--- src/logic/agd_pkg.sv ---
package agd_pkg;
  localparam int CODE_W = 6;
  localparam int DLY_W = 8;
  localparam int CNT_W = 4;
  // 64 monotonically rising current steps: 0.5 mA up to 100 mA
  localparam logic [5:0] CODE_LOWEST = 6'h00;
  localparam logic [5:0] CODE_HIGHEST = 6'h3f;
  localparam logic [5:0] STEP_SMALL = 6'h01;
  localparam logic [5:0] STEP_LARGE = 6'h02;
  localparam logic [3:0] CNT_REG_THRESHOLD = 4'h8;
  localparam logic [3:0] CNT_SAT = 4'hf;
  localparam logic [1:0] FLIPS_NEEDED = 2'h3;
  localparam logic [7:0] DLY_SAT = 8'hff;
  localparam logic [1:0] MODE_NO_PRE = 2'h0;
  localparam logic [1:0] MODE_FIXED_PRE = 2'h1;
  // timing: system clock period and bridge driver clock period
  localparam int CLK_PERIOD_PS = 5000;
  localparam int BD_PERIOD_PS = 50000;
  localparam int BD_DIV = (BD_PERIOD_PS + CLK_PERIOD_PS - 1) / CLK_PERIOD_PS;
  localparam logic [3:0] BD_DIV_LAST = 4'(BD_DIV - 1);
endpackage

--- src/logic/agd_reg_tracker.sv ---
`timescale 1ns/1ps
module agd_reg_tracker
  import agd_pkg::*;
(
  input wire logic clk_i,
  input wire logic rst_i,
  input wire logic clear_i,
  input wire logic adaptive_i,
  input wire logic update_i,
  input wire logic [agd_pkg::DLY_W-1:0] ton_meas_i,
  input wire logic [agd_pkg::DLY_W-1:0] ton_target_i,
  input wire logic [agd_pkg::DLY_W-1:0] toff_meas_i,
  input wire logic [agd_pkg::DLY_W-1:0] toff_target_i,
  output logic regulated_o
);
  import agd_pkg::*;

  logic [CNT_W-1:0] on_cnt_reg;
  logic [CNT_W-1:0] off_cnt_reg;
  logic [1:0] flips_reg;
  logic on_long_reg;
  logic off_long_reg;
  logic have_sign_reg;

  wire on_match = ton_meas_i == ton_target_i;
  wire off_match = toff_meas_i == toff_target_i;
  wire on_long = ton_meas_i > ton_target_i;
  wire off_long = toff_meas_i > toff_target_i;
  wire both_flip = have_sign_reg && !on_match && !off_match &&
                   (on_long != on_long_reg) && (off_long != off_long_reg);

  function automatic logic [CNT_W-1:0] sat_step(input logic [CNT_W-1:0] c, input logic up);
    if (up) begin
      sat_step = (c == CNT_SAT) ? c : c + 4'h1;
    end else begin
      sat_step = (c == 4'h0) ? c : c - 4'h1;
    end
  endfunction

  always_ff @(posedge clk_i or posedge rst_i) begin
    if (rst_i) begin
      on_cnt_reg <= 4'h0;
      off_cnt_reg <= 4'h0;
      flips_reg <= 2'h0;
      on_long_reg <= 1'b0;
      off_long_reg <= 1'b0;
      have_sign_reg <= 1'b0;
    end else if (clear_i || !adaptive_i) begin
      on_cnt_reg <= 4'h0;
      off_cnt_reg <= 4'h0;
      flips_reg <= 2'h0;
      have_sign_reg <= 1'b0;
    end else if (update_i) begin
      on_cnt_reg <= sat_step(on_cnt_reg, on_match);
      off_cnt_reg <= sat_step(off_cnt_reg, off_match);
      flips_reg <= both_flip ? ((flips_reg == FLIPS_NEEDED) ? flips_reg : flips_reg + 2'h1)
                             : 2'h0;
      on_long_reg <= on_long;
      off_long_reg <= off_long;
      have_sign_reg <= !on_match && !off_match;
    end
  end

  assign regulated_o = adaptive_i && (((on_cnt_reg >= CNT_REG_THRESHOLD) &&
                       (off_cnt_reg >= CNT_REG_THRESHOLD)) || (flips_reg == FLIPS_NEEDED));
endmodule

--- src/logic/agd_sequencer.sv ---
`timescale 1ns/1ps
// Notes on behaviour
// - passive free-wheeling keeps the complementary gate off always.
// - passive rising edge skips cross-current wait, goes pre-charge, charge, post-charge.
// - passive falling edge skips cross-current wait, then pre-discharge and discharge.
// - low-side mapping swaps gate roles and switch-node thresholds.
// - one regulation flag, valid only in adaptive modes 10 and 11.
// - per cycle, delay counters count up on match, down otherwise.
// - regulated when both delay counters reach at least 8.
// - regulated when both delay errors flip sign three times in a row.
// - without time modulation, one constant current per pre-phase.
// - with time modulation, each pre-phase splits into two sub-intervals.
// - modes 00 and 01 stop adapting the pre-phase currents.
// - measured delays are reported in every mode.
// - mode 00 drops pre-charge and pre-discharge phases.
// - mode 01 pre-charges with the initial pre-charge setting.
// - mode 01 pre-discharges with the initial pre-discharge setting.
// - gate currents use a 6-bit code, 64 rising steps.
// - post-charge raises the code one step per bridge clock up to maximum.
// - adaptation moves one step or two steps per the step-size bit.
// - enabling PWM loads adapted current with min of initial and maximum.
module agd_sequencer
  import agd_pkg::*;
(
  input wire logic CLOCK_I,
  input wire logic SYS_RST_I,
  input wire logic PWM_I,
  input wire logic SW_NODE_HIGH_I,
  input wire logic SW_NODE_LOW_I,
  input wire logic PWM_ENABLE_I,
  input wire logic ACTIVE_FREEWHEEL_SELECT_I,
  input wire logic LOW_SIDE_MAP_I,
  input wire logic [1:0] GATE_CONTROL_MODE_I,
  input wire logic TIME_MODULATION_ENABLE_I,
  input wire logic ADAPT_STEP_SIZE_I,
  input wire logic [agd_pkg::CODE_W-1:0] INITIAL_PRECHARGE_CURRENT_I,
  input wire logic [agd_pkg::CODE_W-1:0] INITIAL_PREDISCHARGE_CURRENT_I,
  input wire logic [agd_pkg::CODE_W-1:0] MAX_GATE_CURRENT_I,
  input wire logic [agd_pkg::CODE_W-1:0] CHARGE_CURRENT_CODE_I,
  input wire logic [agd_pkg::CODE_W-1:0] DISCHARGE_CURRENT_CODE_I,
  input wire logic [agd_pkg::CODE_W-1:0] FREEWHEEL_CURRENT_CODE_I,
  input wire logic [agd_pkg::DLY_W-1:0] TARGET_TURN_ON_DELAY_I,
  input wire logic [agd_pkg::DLY_W-1:0] TARGET_TURN_OFF_DELAY_I,
  input wire logic [agd_pkg::DLY_W-1:0] PRECHARGE_DURATION_I,
  input wire logic [agd_pkg::DLY_W-1:0] PREDISCHARGE_DURATION_I,
  input wire logic [agd_pkg::DLY_W-1:0] CROSS_CURRENT_DURATION_I,
  output logic HS_SOURCE_O,
  output logic [agd_pkg::CODE_W-1:0] HS_CURRENT_CODE_O,
  output logic LS_SOURCE_O,
  output logic [agd_pkg::CODE_W-1:0] LS_CURRENT_CODE_O,
  output logic [agd_pkg::DLY_W-1:0] MEASURED_TURN_ON_O,
  output logic [agd_pkg::DLY_W-1:0] MEASURED_TURN_OFF_O,
  output logic DELAY_REGULATED_FLAG_O
);
  import agd_pkg::*;

  typedef enum logic [9:0] {
    ST_OFF = 10'h001,
    ST_CCP = 10'h002,
    ST_PRE = 10'h004,
    ST_CHG = 10'h008,
    ST_POST = 10'h010,
    ST_ON = 10'h020,
    ST_SYM = 10'h040,
    ST_PDIS = 10'h080,
    ST_DIS = 10'h100,
    ST_FW = 10'h200
  } agd_state_e;

  agd_state_e state_reg;
  agd_state_e state_next;

  logic pwm_s1_reg;
  logic pwm_s2_reg;
  logic pwm_d_reg;
  logic swh_s1_reg;
  logic swh_s2_reg;
  logic swl_s1_reg;
  logic swl_s2_reg;
  logic en_d_reg;
  logic [3:0] div_reg;
  logic tick_reg;
  logic [DLY_W-1:0] phase_cnt_reg;
  logic [DLY_W-1:0] dly_cnt_reg;
  logic [DLY_W-1:0] ton_reg;
  logic [DLY_W-1:0] toff_reg;
  logic [CODE_W-1:0] pre_adapt_reg;
  logic [CODE_W-1:0] pdis_adapt_reg;
  logic [CODE_W-1:0] pwm_code_reg;
  logic [CODE_W-1:0] pwm_code_next;
  logic cycle_done_reg;

  function automatic logic phase_over(input logic [DLY_W-1:0] cnt, input logic [DLY_W-1:0] dur);
    phase_over = ({1'b0, cnt} + 9'h001) >= {1'b0, dur};
  endfunction

  // one or two steps up or down, clamped between the lowest code and the maximum
  function automatic logic [CODE_W-1:0] adapt(input logic [CODE_W-1:0] code,
                                              input logic up, input logic big,
                                              input logic [CODE_W-1:0] lim);
    logic [CODE_W:0] sum;
    logic [CODE_W-1:0] step;
    step = big ? STEP_LARGE : STEP_SMALL;
    sum = up ? ({1'b0, code} + {1'b0, step}) : ({1'b0, code} - {1'b0, step});
    if (!up && sum[CODE_W]) begin
      adapt = CODE_LOWEST;
    end else if (sum > {1'b0, lim}) begin
      adapt = lim;
    end else begin
      adapt = sum[CODE_W-1:0];
    end
  endfunction

  function automatic logic [CODE_W-1:0] min_code(input logic [CODE_W-1:0] a,
                                                 input logic [CODE_W-1:0] b);
    min_code = (a < b) ? a : b;
  endfunction

  // input synchronisers and bridge driver clock enable
  always_ff @(posedge CLOCK_I or posedge SYS_RST_I) begin
    if (SYS_RST_I) begin
      pwm_s1_reg <= 1'b0;
      pwm_s2_reg <= 1'b0;
      pwm_d_reg <= 1'b0;
      swh_s1_reg <= 1'b0;
      swh_s2_reg <= 1'b0;
      swl_s1_reg <= 1'b0;
      swl_s2_reg <= 1'b0;
      en_d_reg <= 1'b0;
      div_reg <= 4'h0;
      tick_reg <= 1'b0;
    end else begin
      pwm_s1_reg <= PWM_I;
      pwm_s2_reg <= pwm_s1_reg;
      pwm_d_reg <= pwm_s2_reg;
      swh_s1_reg <= SW_NODE_HIGH_I;
      swh_s2_reg <= swh_s1_reg;
      swl_s1_reg <= SW_NODE_LOW_I;
      swl_s2_reg <= swl_s1_reg;
      en_d_reg <= PWM_ENABLE_I;
      div_reg <= (div_reg == BD_DIV_LAST) ? 4'h0 : div_reg + 4'h1;
      tick_reg <= div_reg == BD_DIV_LAST;
    end
  end

  wire afw = ACTIVE_FREEWHEEL_SELECT_I;
  wire adaptive = GATE_CONTROL_MODE_I[1];
  wire skip_pre = GATE_CONTROL_MODE_I == MODE_NO_PRE;
  wire fixed_pre = GATE_CONTROL_MODE_I == MODE_FIXED_PRE;
  wire en_rise = PWM_ENABLE_I && !en_d_reg;
  wire pwm_rise = pwm_s2_reg && !pwm_d_reg;
  wire pwm_fall = !pwm_s2_reg && pwm_d_reg;
  wire on_reached = LOW_SIDE_MAP_I ? swl_s2_reg : swh_s2_reg;
  wire off_reached = LOW_SIDE_MAP_I ? swh_s2_reg : swl_s2_reg;
  wire dly_sat = dly_cnt_reg == DLY_SAT;
  wire in_off = state_reg inside {ST_OFF, ST_SYM, ST_PDIS, ST_DIS, ST_FW};
  wire ccp_over = tick_reg && phase_over(phase_cnt_reg, CROSS_CURRENT_DURATION_I);
  wire first_on = skip_pre ? 1'b0 : 1'b1;
  wire second_half = TIME_MODULATION_ENABLE_I &&
                     ({phase_cnt_reg, 1'b0} >= {1'b0, PRECHARGE_DURATION_I});
  wire second_half_dis = TIME_MODULATION_ENABLE_I &&
                         ({phase_cnt_reg, 1'b0} >= {1'b0, PREDISCHARGE_DURATION_I});
  wire leave_chg = state_reg == ST_CHG && state_next != ST_CHG;
  wire leave_dis = state_reg == ST_DIS && state_next != ST_DIS;
  wire measuring = state_reg inside {ST_PRE, ST_CHG, ST_PDIS, ST_DIS};
  wire start_on = state_next inside {ST_PRE, ST_CHG} && !(state_reg inside {ST_PRE, ST_CHG});
  wire start_off = state_next inside {ST_PDIS, ST_DIS} &&
                   !(state_reg inside {ST_PDIS, ST_DIS});

  always_comb begin
    state_next = state_reg;
    if (!PWM_ENABLE_I) begin
      state_next = ST_OFF;
    end else if (pwm_rise && in_off) begin
      state_next = afw ? ST_CCP : (first_on ? ST_PRE : ST_CHG);
    end else if (pwm_fall && !in_off) begin
      state_next = afw ? ST_SYM : (skip_pre ? ST_DIS : ST_PDIS);
    end else begin
      case (state_reg)
        ST_CCP: begin
          if (ccp_over) begin
            state_next = skip_pre ? ST_CHG : ST_PRE;
          end
        end
        ST_PRE: begin
          if (tick_reg && phase_over(phase_cnt_reg, PRECHARGE_DURATION_I)) begin
            state_next = ST_CHG;
          end
        end
        ST_CHG: begin
          if (on_reached || dly_sat) begin
            state_next = ST_POST;
          end
        end
        ST_POST: begin
          if (pwm_code_reg >= MAX_GATE_CURRENT_I) begin
            state_next = ST_ON;
          end
        end
        ST_SYM: begin
          if (ccp_over) begin
            state_next = skip_pre ? ST_DIS : ST_PDIS;
          end
        end
        ST_PDIS: begin
          if (tick_reg && phase_over(phase_cnt_reg, PREDISCHARGE_DURATION_I)) begin
            state_next = ST_DIS;
          end
        end
        ST_DIS: begin
          if (off_reached || dly_sat) begin
            state_next = ST_FW;
          end
        end
        default: begin
          state_next = state_reg;
        end
      endcase
    end
  end

  // current code for the gate of the PWM MOSFET
  always_comb begin
    pwm_code_next = DISCHARGE_CURRENT_CODE_I;
    case (state_next)
      ST_PRE: begin
        if (fixed_pre || (second_half && state_reg == ST_PRE)) begin
          pwm_code_next = INITIAL_PRECHARGE_CURRENT_I;
        end else begin
          pwm_code_next = pre_adapt_reg;
        end
      end
      ST_PDIS: begin
        if (fixed_pre || (second_half_dis && state_reg == ST_PDIS)) begin
          pwm_code_next = INITIAL_PREDISCHARGE_CURRENT_I;
        end else begin
          pwm_code_next = pdis_adapt_reg;
        end
      end
      ST_CHG: begin
        pwm_code_next = CHARGE_CURRENT_CODE_I;
      end
      ST_POST, ST_ON: begin
        if (state_reg != ST_POST && state_reg != ST_ON) begin
          pwm_code_next = CHARGE_CURRENT_CODE_I;
        end else if (tick_reg && pwm_code_reg < MAX_GATE_CURRENT_I) begin
          pwm_code_next = pwm_code_reg + 6'h01;
        end else begin
          pwm_code_next = pwm_code_reg;
        end
      end
      ST_SYM: begin
        pwm_code_next = pwm_code_reg;
      end
      default: begin
        pwm_code_next = DISCHARGE_CURRENT_CODE_I;
      end
    endcase
  end

  always_ff @(posedge CLOCK_I or posedge SYS_RST_I) begin
    if (SYS_RST_I) begin
      state_reg <= ST_OFF;
      phase_cnt_reg <= 8'h00;
      pwm_code_reg <= 6'h00;
    end else begin
      state_reg <= state_next;
      pwm_code_reg <= pwm_code_next;
      if (state_next != state_reg) begin
        phase_cnt_reg <= 8'h00;
      end else if (tick_reg && phase_cnt_reg != DLY_SAT) begin
        phase_cnt_reg <= phase_cnt_reg + 8'h01;
      end
    end
  end

  // delay measurement runs in every mode
  always_ff @(posedge CLOCK_I or posedge SYS_RST_I) begin
    if (SYS_RST_I) begin
      dly_cnt_reg <= 8'h00;
      ton_reg <= 8'h00;
      toff_reg <= 8'h00;
      cycle_done_reg <= 1'b0;
    end else begin
      cycle_done_reg <= leave_dis;
      if (start_on || start_off) begin
        dly_cnt_reg <= 8'h00;
      end else if (measuring && tick_reg && !dly_sat) begin
        dly_cnt_reg <= dly_cnt_reg + 8'h01;
      end
      if (leave_chg) begin
        ton_reg <= dly_cnt_reg;
      end
      if (leave_dis) begin
        toff_reg <= dly_cnt_reg;
      end
    end
  end

  // pre-phase current adaptation
  always_ff @(posedge CLOCK_I or posedge SYS_RST_I) begin
    if (SYS_RST_I) begin
      pre_adapt_reg <= 6'h00;
      pdis_adapt_reg <= 6'h00;
    end else if (en_rise) begin
      pre_adapt_reg <= min_code(INITIAL_PRECHARGE_CURRENT_I, MAX_GATE_CURRENT_I);
      pdis_adapt_reg <= min_code(INITIAL_PREDISCHARGE_CURRENT_I, MAX_GATE_CURRENT_I);
    end else if (adaptive) begin
      if (leave_chg && dly_cnt_reg != TARGET_TURN_ON_DELAY_I) begin
        pre_adapt_reg <= adapt(pre_adapt_reg, dly_cnt_reg > TARGET_TURN_ON_DELAY_I,
                               ADAPT_STEP_SIZE_I, MAX_GATE_CURRENT_I);
      end
      if (leave_dis && dly_cnt_reg != TARGET_TURN_OFF_DELAY_I) begin
        pdis_adapt_reg <= adapt(pdis_adapt_reg, dly_cnt_reg > TARGET_TURN_OFF_DELAY_I,
                                ADAPT_STEP_SIZE_I, MAX_GATE_CURRENT_I);
      end
    end
  end

  agd_reg_tracker u_tracker (
    .clk_i(CLOCK_I),
    .rst_i(SYS_RST_I),
    .clear_i(en_rise),
    .adaptive_i(adaptive),
    .update_i(cycle_done_reg),
    .ton_meas_i(ton_reg),
    .ton_target_i(TARGET_TURN_ON_DELAY_I),
    .toff_meas_i(toff_reg),
    .toff_target_i(TARGET_TURN_OFF_DELAY_I),
    .regulated_o(DELAY_REGULATED_FLAG_O)
  );

  // the pwm gate stays on through the symmetrization wait after a falling edge
  wire pwm_src = state_reg inside {ST_PRE, ST_CHG, ST_POST, ST_ON, ST_SYM};
  wire fw_src = afw && state_reg == ST_FW && off_reached;
  assign HS_SOURCE_O = LOW_SIDE_MAP_I ? fw_src : pwm_src;
  assign LS_SOURCE_O = LOW_SIDE_MAP_I ? pwm_src : fw_src;
  assign HS_CURRENT_CODE_O = (LOW_SIDE_MAP_I && afw) ? FREEWHEEL_CURRENT_CODE_I
                             : (LOW_SIDE_MAP_I ? DISCHARGE_CURRENT_CODE_I : pwm_code_reg);
  assign LS_CURRENT_CODE_O = (!LOW_SIDE_MAP_I && afw) ? FREEWHEEL_CURRENT_CODE_I
                             : (!LOW_SIDE_MAP_I ? DISCHARGE_CURRENT_CODE_I : pwm_code_reg);
  assign MEASURED_TURN_ON_O = ton_reg;
  assign MEASURED_TURN_OFF_O = toff_reg;
endmodule

--- config.mk ---
export PLATFORM = sky130hd
export DESIGN_NAME = agd_sequencer
export DESIGN_NICKNAME = d
export VERILOG_FILES = /design/src/logic/agd_pkg.sv /design/src/logic/agd_reg_tracker.sv /design/src/logic/agd_sequencer.sv
export SDC_FILE = /design/constraint.sdc
export NUM_CORES = 1
export LEC_CHECK = 0
export ABC_CLOCK_PERIOD_IN_PS = 10600
export BUFFER_PORTS_ARGS = -buffer_cell sky130_fd_sc_hd__buf_2
export CAP_MARGIN = 10
export CORE_AREA = 4 4 137 139
export DETAILED_ROUTE_END_ITERATION = 16
export DIE_AREA = 0 0 141 143
export PLACE_DENSITY = 0.8
export SYNTH_ARGS = -nofsm -noshare
export SYNTH_HDL_FRONTEND = slang
export SYNTH_SLANG_ARGS = --single-unit
export TNS_END_PERCENT = 5
--- constraint.sdc ---
create_clock -name CLOCK_I -period 10.6 [get_ports CLOCK_I]
set_clock_uncertainty 0.15 [all_clocks]
set_input_delay 2.12 -clock CLOCK_I [delete_from_list [all_inputs] [get_ports CLOCK_I]]
set_output_delay 2.12 -clock CLOCK_I [all_outputs]
set_load 0.01 [all_outputs]
==> results of run 1 <==
[power breakdown]
part	internal, mW	switching (mW)
Combinational	0.441	0.544
Sequential	0.389	0.0874
Clock	0.186	0.148
Total	1.01	0.779
[critical path: stages]
cell,delay [ns]
buf_2,0.07
inv_1,0.05
ha_1,0.30
nor2b_1,0.13
o21ai_0,0.14
nand2b_1,0.07
a21oi_1,0.16
nor2_1,0.05
a211oi_1,0.26
nor2_1,0.07
inv_1,0.19
nand2_1,0.13
inv_1,0.07
ha_1,0.21
a21o_1,0.15
a21oi_1,0.21
o21bai_1,0.09
a21oi_1,0.17
xnor2_1,0.11
ha_1,0.30
nand3_1,0.09
o21ai_0,0.14
o21ai_0,0.11
nand2_1,0.29
mux2i_1,0.23
o22ai_1,0.09
mux2_2,0.31
[area by class of cell]
class	count	area share [%]
clock buffers	9	2.329
clock inverters	7	0.8021
inverters	87	3.415
multi-input cells	771	61.58
flip-flops and latches	87	22.52
well taps	229	2.962
repair buffers	122	6.391
[kinds of logic after synthesis]
group                    share of synthesized area [%]
AO/OA/AOI/OAI                                    19.35
XOR/XNOR                                         4.886
adder cells (fa/ha/maj)                          18.38
buffers and inverters                            5.467
flip-flops                                       25.32
multiplexers                                     9.016
AND/OR/NAND/NOR                                  17.58
[cell usage after synthesis, drive strengths merged (18+ instances only)]
| cell type | n | area [µm²] |
|---|---|---|
| nand4 | 22 | 143.9 |
| buf | 18 | 96.34 |
| ha | 120 | 1501 |
| xnor2 | 32 | 280.3 |
| mux2 | 44 | 495.5 |
| o21ai | 54 | 270.3 |
| nand2 | 55 | 209.0 |
| nor3 | 21 | 120.1 |
| nand3 | 42 | 210.2 |
| a21oi | 58 | 294.0 |
| inv | 86 | 325.3 |
| mux2i | 28 | 280.3 |
| nor2 | 75 | 281.5 |
| a21o | 27 | 202.7 |
| dfrtp | 86 | 2152 |
[layer usage]
layer | track usage [%] | wire length [µm] | part of all wire, % | up-vias
li1 | - | - | - | 3787
met1 | 30.54 | 10160 | 43 | 3712
met2 | 39.84 | 11350 | 48 | 292
met3 | 4.086 | 1503 | 6.4 | 51
met4 | 7.853 | 613 | 2.6 | 0
met5 | 0 | 0 | 0 | -
[through the flow]
| step | setup slack, ns | cell area (µm²) | power, mW |
|---|---|---|---|
| after global routing | 3.891 | 9672 | 1.948 |
| after floorplan | 4.630 | 8605 | 1.195 |
| after global placement | 4.234 | 9364 | 1.405 |
| final | 4.359 | 9672 | 1.794 |
| after CTS | 4.418 | 9667 | 1.786 |
| after detailed placement | 4.063 | 9364 | 1.443 |
[worst max-delay path by stage]
stage,start,endpoint,slack (ns),depth (start not counted)
floorplan,TARGET_TURN_ON_DELAY_I[1],pre_adapt_reg[2],4.63,26
global placement,TARGET_TURN_ON_DELAY_I[1],pre_adapt_reg[5],4.23,27
detailed placement,TARGET_TURN_OFF_DELAY_I[5],pdis_adapt_reg[3],4.06,24
CTS,TARGET_TURN_ON_DELAY_I[1],pre_adapt_reg[4],4.42,27
global route,TARGET_TURN_ON_DELAY_I[1],pre_adapt_reg[3],3.89,27
finish,TARGET_TURN_ON_DELAY_I[1],pre_adapt_reg[4],4.36,27
==> results.md, run 1 <==
* Post-synth EDFFs at 0
* Total negative slack at 0 ns
* Unrepaired setup endpoints after global routing: no
* CP Class: in -> reg
* CP Capture Type: flop
* Antenna cells at 0
* Vias in the first global route at 7650
* Worst EP arrival at 6.33 ns
* Placer Congestion at 0.9855
* Synth cell types at 82
* Post-CTS Setup Bufs at 0
* Fillers at 1583
* Clk_lat worst skew at 0.35 ns
* CTS Buffer Depth at 2
* Cell Pwr Density at 185.5 mW/mm²
* Reg2reg start: phase_cnt_reg[0]
* Final std cells w/o fill at 1312
* Router iterations before antenna repair at 6
* Fin crit share at 58.88%
* Hold Path Sink: swh_s2_reg
* Fin. max-slew vios at 0
* Num CTS Buffers at 9
* Peak supply drop at 0.1907 mV
* Type of origin of the critical path: input port
* Relative slew slack at 26.42%
* Die height at 143 µm
* Max reg flops at 10
* I/O pins at 119
* Die width at 141 µm
* Initial antenna violation count at 0
* Sequential area share after synthesis at 25.32%
* Hold buffers post-CTS at 0
* Leak at 4.844 nW
* Die Area at 0.02016 mm²
* Status: finished clean
* 1st-iter DRT viols at 548
* Final setup fails at 0
* Final Core Density at 54.78%
* Area growth syn-to-layout at 12.40%
* Clk sinks at 87
* H-tree depth at 3
* Grt total ovfl at 0
* Post-Synthesis Cells at 975
* DRC at 0
* Reg2Reg Setup Slack at 5.07 ns
* Post-DRT Antenna Nets at 0
* Clock-pin slew on the worst setup and hold paths at 0.07 ns
* Hold slack final at 0.2382 ns
* Critical path peak fanout at 8
* Yosys reg bits at 87
* Worst-margin pin slew at 1.088 ns
* Area occupied by multi-input gates at 0.005956 mm²
* Max Clock Freq at 0.1602 GHz
* IO buf count at 118
* Count of cells resized by post-cts repair at 0
* Hold Crit Start: swh_s1_reg
* Total GRT Usage at 23.49%
* DP Cell Count at 1295
* Row cnt at 49
* Clk root buf: clkbuf_16
* Via density per instance at 5.977
* R2R depth at 15
* Min-delay worst type: reg -> reg
* First-pass GRT wire length at 38430 µm
* Top FF cell, synth: dfrtp_1
* Largest net degree at the start of global routing at 58
* Synth async-reset ratio at 100.0%
* Initial core utilization at 48.73%
* Register area at 0.002178 mm²
* Detailed Route WL at 23630 µm
* Synthesized area at 0.008605 mm²
* Most frequent cells in the layout: ha_1 (120), buf_2 (119), dfrtp_1 (86)
* Share of layout cells above drive strength 1 at 19.30%
* Yosys warns at 0
* Nets at 1290
* DP Wirelength at 18480 µm
* DR WL/cell at 18.01 µm
* Hold-critical path depth at 0
* Syn Area/Cell at 8.825 µm²
* Tmin final at 6.241 ns
* Maxcap violations at 0
* Commonest non-fill, non-tap cell in the layout: ha_1
* Reg2reg end: pdis_adapt_reg[0]
* CTS tree: yes
* Crit path required time at 10.69 ns
* Core area at 0.01766 mm²
* Via Count at 7842
* Final Hold Fails at 0
* Mapped Nets at 1187
Power figures use the tool's default switching activity.
==> inputs of run 2 (changes only) <==
--- a/config.mk
+++ b/config.mk
@@ -5,12 +5,13 @@
 export SDC_FILE = /design/constraint.sdc
 export NUM_CORES = 1
 export LEC_CHECK = 0
-export ABC_CLOCK_PERIOD_IN_PS = 10600
+export ABC_AREA = 1
+export ABC_CLOCK_PERIOD_IN_PS = 5900
 export BUFFER_PORTS_ARGS = -buffer_cell sky130_fd_sc_hd__buf_2
 export CAP_MARGIN = 10
-export CORE_AREA = 4 4 137 139
+export CORE_AREA = 4 4 139 141
 export DETAILED_ROUTE_END_ITERATION = 16
-export DIE_AREA = 0 0 141 143
+export DIE_AREA = 0 0 143 145
 export PLACE_DENSITY = 0.8
 export SYNTH_ARGS = -nofsm -noshare
 export SYNTH_HDL_FRONTEND = slang
==> constraint.sdc (replaced) <==
create_clock -name CLOCK_I -period 5.9 [get_ports CLOCK_I]
set_clock_uncertainty 0.15 [all_clocks]
set_input_delay 1.18 -clock CLOCK_I [delete_from_list [all_inputs] [get_ports CLOCK_I]]
set_output_delay 1.18 -clock CLOCK_I [all_outputs]
set_load 0.01 [all_outputs]
==> results.md, run 2 <==
* Total GRT Usage at 23.66% (was 23.49%)
* Post-synth EDFFs at 0 (unchanged)
* Worst-margin pin slew at 0.8607 ns (was 1.088 ns)
* Top Family by Delay on Critical Path: compound AO/OA/AOI/OAI gates (unchanged)
* Clk root buf: clkbuf_16 (unchanged)
* Fin crit share at 85.58%
* Max reg flops at 10 (unchanged)
* Top FF cell, synth: dfrtp_1 (unchanged)
* Grt total ovfl at 0 (unchanged)
* Nets at 1607 (was 1290)
* DR WL/cell at 15.05 µm (was 18.01 µm)
* Type of origin of the critical path: input port (unchanged)
* Yosys reg bits at 87 (unchanged)
* Tmin final at 5.049 ns
* Unrepaired setup endpoints after global routing: no (unchanged)
* First-pass GRT wire length at 40630 µm (was 38430 µm)
* Final setup fails at 0 (unchanged)
* Peak supply drop at 0.3359 mV (was 0.1907 mV)
* Syn Area/Cell at 6.937 µm² (was 8.825 µm²)
* Initial core utilization at 49.36% (was 48.73%)
* CTS tree: yes (unchanged)
* 1st-iter DRT viols at 766 (was 548)
* I/O pins at 119 (unchanged)
* Post-CTS Setup Bufs at 0 (unchanged)
* Worst EP arrival at 5.12 ns (was 6.33 ns)
* Most frequent cells in the layout: nand2_1 (300), inv_1 (198), ha_1 (120) (was ha_1 (120), buf_2 (119), dfrtp_1 (86))
* Cell Pwr Density at 425.9 mW/mm² (was 185.5 mW/mm²)
* IO buf count at 118 (unchanged)
* Num CTS Buffers at 9 (unchanged)
* Share of layout cells above drive strength 1 at 13.64% (was 19.30%)
* Maxcap violations at 0 (unchanged)
* Synth cell types at 49 (was 82)
* Yosys warns at 0 (unchanged)
* Area growth syn-to-layout at 12.69% (was 12.40%)
* Core area at 0.01796 mm² (was 0.01766 mm²)
* Fillers at 1719 (was 1583)
* Die width at 143 µm (was 141 µm)
* Critical path peak fanout at 9 (was 8)
* Count of cells resized by post-cts repair at 0 (unchanged)
* Commonest non-fill, non-tap cell in the layout: nand2_1 (was ha_1)
* Via density per instance at 5.480 (was 5.977)
* Relative slew slack at 42.56% (was 26.42%)
* Post-placement setup slack at 0.4859 ns (was 4.063 ns)
* Initial antenna violation count at 0 (unchanged)
* Post-Synthesis Cells at 1278 (was 975)
* Largest net degree at the start of global routing at 50 (was 58)
* CP Class: in -> reg (unchanged)
* Crit-path max cell delay at 0.39 ns (was 0.31 ns)
* Router iterations before antenna repair at 6 (unchanged)
* Min-delay worst type: reg -> reg (unchanged)
* Leak at 5.549 nW (was 4.844 nW)
* Die height at 145 µm (was 143 µm)
* Clk_lat worst skew at 0.35 ns (about the same)
* Fin. max-slew vios at 0 (unchanged)
* Most common cell in the netlist: nand2_1 (was ha_1)
* Hold buffers post-CTS at 0 (unchanged)
* Bufs and invs on worst path at 6 (was 4)
* Critical path's slowest cell: a2111o_1 (was mux2_2)
* Crit path required time at 5.97 ns (was 10.69 ns)
* Area contributors post-synth: dfrtp_1 (24%), ha_1 (17%), nand2_1 (13%) (was dfrtp_1 (25%), ha_1 (17%), mux2_2 (5.1%))
* Reg2Reg Setup Slack at 1.25 ns (was 5.07 ns)
* Clock-pin slew on the worst setup and hold paths at 0.06 ns (was 0.07 ns)
* Mapped Nets at 1490 (was 1187)
* CP Capture Type: flop (unchanged)
* Max Clock Freq at 0.1980 GHz
* Final Hold Fails at 0 (unchanged)
* Die Area at 0.02074 mm² (was 0.02016 mm²)
* Row cnt at 49 (unchanged)
* Status: finished clean (unchanged)
* DP Cell Count at 1613 (was 1295)
* DP Wirelength at 19870 µm (was 18480 µm)
* Synth async-reset ratio at 100.0% (unchanged)
* Post-DRT Antenna Nets at 0 (unchanged)
* DRC at 0 (unchanged)
* Vias in the first global route at 8532 (was 7650)
* Post-synth top cells: nand2_1 (300), inv_1 (199), ha_1 (120), nand3_1 (96), nor2_1 (96) (was ha_1 (120), dfrtp_1 (86), inv_1 (84), nor2_1 (75), a21oi_1 (57))
* Clk sinks at 87 (unchanged)
* Most used cell, CP: nand2_1
* Setup ws final at 0.8506 ns (was 4.359 ns)
* Via Count at 8932 (was 7842)
* Total negative slack at 0 ns (unchanged)
* Cell taking the most area after synthesis: dfrtp_1 (unchanged)
* Placer Congestion at 0.9582 (was 0.9855)
* H-tree depth at 3 (unchanged)
* Sequential area share after synthesis at 24.57% (was 25.32%)
* Final std cells w/o fill at 1630 (was 1312)
* Synth top area share at 24.27% (was 25.01%)
* Detailed Route WL at 24530 µm (was 23630 µm)
* CTS Buffer Depth at 2 (unchanged)
* Synthesized area at 0.008866 mm² (was 0.008605 mm²)
run 2: cell count changes in the layout (fill, tap and decap cells not counted), moves of 23 or more:
| cell | delta |
|---|---|
| o21ai_0 | +40 |
| mux2_2 | -39 |
| mux2i_1 | -28 |
| inv_1 | +115 |
| nand3_1 | +54 |
| nand2_1 | +246 |
| a21o_1 | -23 |
run 2: worst register-to-register path, delay by kind of cell, from the launching register on:
family | cells | cell delay, ns
XOR/XNOR | 1 | 0.40
flip-flops | 1 | 0.54
buffers and inverters | 2 | 0.20
AND/OR/NAND/NOR | 20 | 2.37
AO/OA/AOI/OAI | 2 | 0.29
adder cells (fa/ha/maj) | 2 | 0.57
run 2: area by class of cell:
| class | count | area (µm²) | share of cell area [%] |
|---|---|---|---|
| multi-input combinational | 969 | 5831 | 58.36 |
| sequential | 87 | 2178 | 21.80 |
| clock buffer | 11 | 242.7 | 2.430 |
| antenna | 1 | 2.502 | 0.02505 |
| timing repair buffer | 119 | 598.1 | 5.986 |
| tap | 229 | 286.5 | 2.868 |
| clock inverter | 5 | 63.81 | 0.6387 |
| inverter | 209 | 788.3 | 7.890 |
run 2: worst paths after layout:
path	cells past startpoint	startpoint	to
setup / recovery	28	TARGET_TURN_OFF_DELAY_I[1]	pdis_adapt_reg[2]
hold / removal	0	pwm_s1_reg	pwm_s2_reg
setup reg to reg	27	phase_cnt_reg[0]	pdis_adapt_reg[4]
hold reg to reg	0	pwm_s1_reg	pwm_s2_reg
max in group asynchronous	3	SYS_RST_I	pwm_code_reg[5]
min in group asynchronous	2	SYS_RST_I	MEASURED_TURN_ON_O[1]
run 2: power by group:
part | switching, mW | internal, mW
clock | 0.244 | 0.344
sequential | 0.203 | 0.758
combinational | 1.75 | 0.960
run 2: routing by layer:
layer  wire (µm)  global-route usage, %  vias to the layer above
met5           0                      0                        -
met4         598                  7.557                        0
met3        1645                  2.336                       41
met2       11540                  39.05                      310
met1       10740                  32.55                     4088
li1            -                      -                     4493
run 2: per-stage QoR:
stage / hold slack, ns / area, µm² / utilization (%) / power, mW
floorplan: 0.1812 / 8866 / - / 2.959
global placement: 0.1834 / 9682 / 53.90 / 3.544
detailed placement: 0.1942 / 9682 / 53.90 / 3.613
CTS: 0.2083 / 9988 / 55.60 / 4.217
global route: 0.2191 / 9988 / 55.60 / 4.678
finish: 0.2056 / 9991 / 55.62 / 4.255
run 2: kinds of logic after synthesis:
kind of cell / after synthesis / share of synthesized area [%]
flops: 87 / 24.57
simple gates: 592 / 30.17
fa+ha+maj: 124 / 17.84
buf+inv: 222 / 9.667
xor+xnor: 34 / 3.359
compound gates: 219 / 14.39
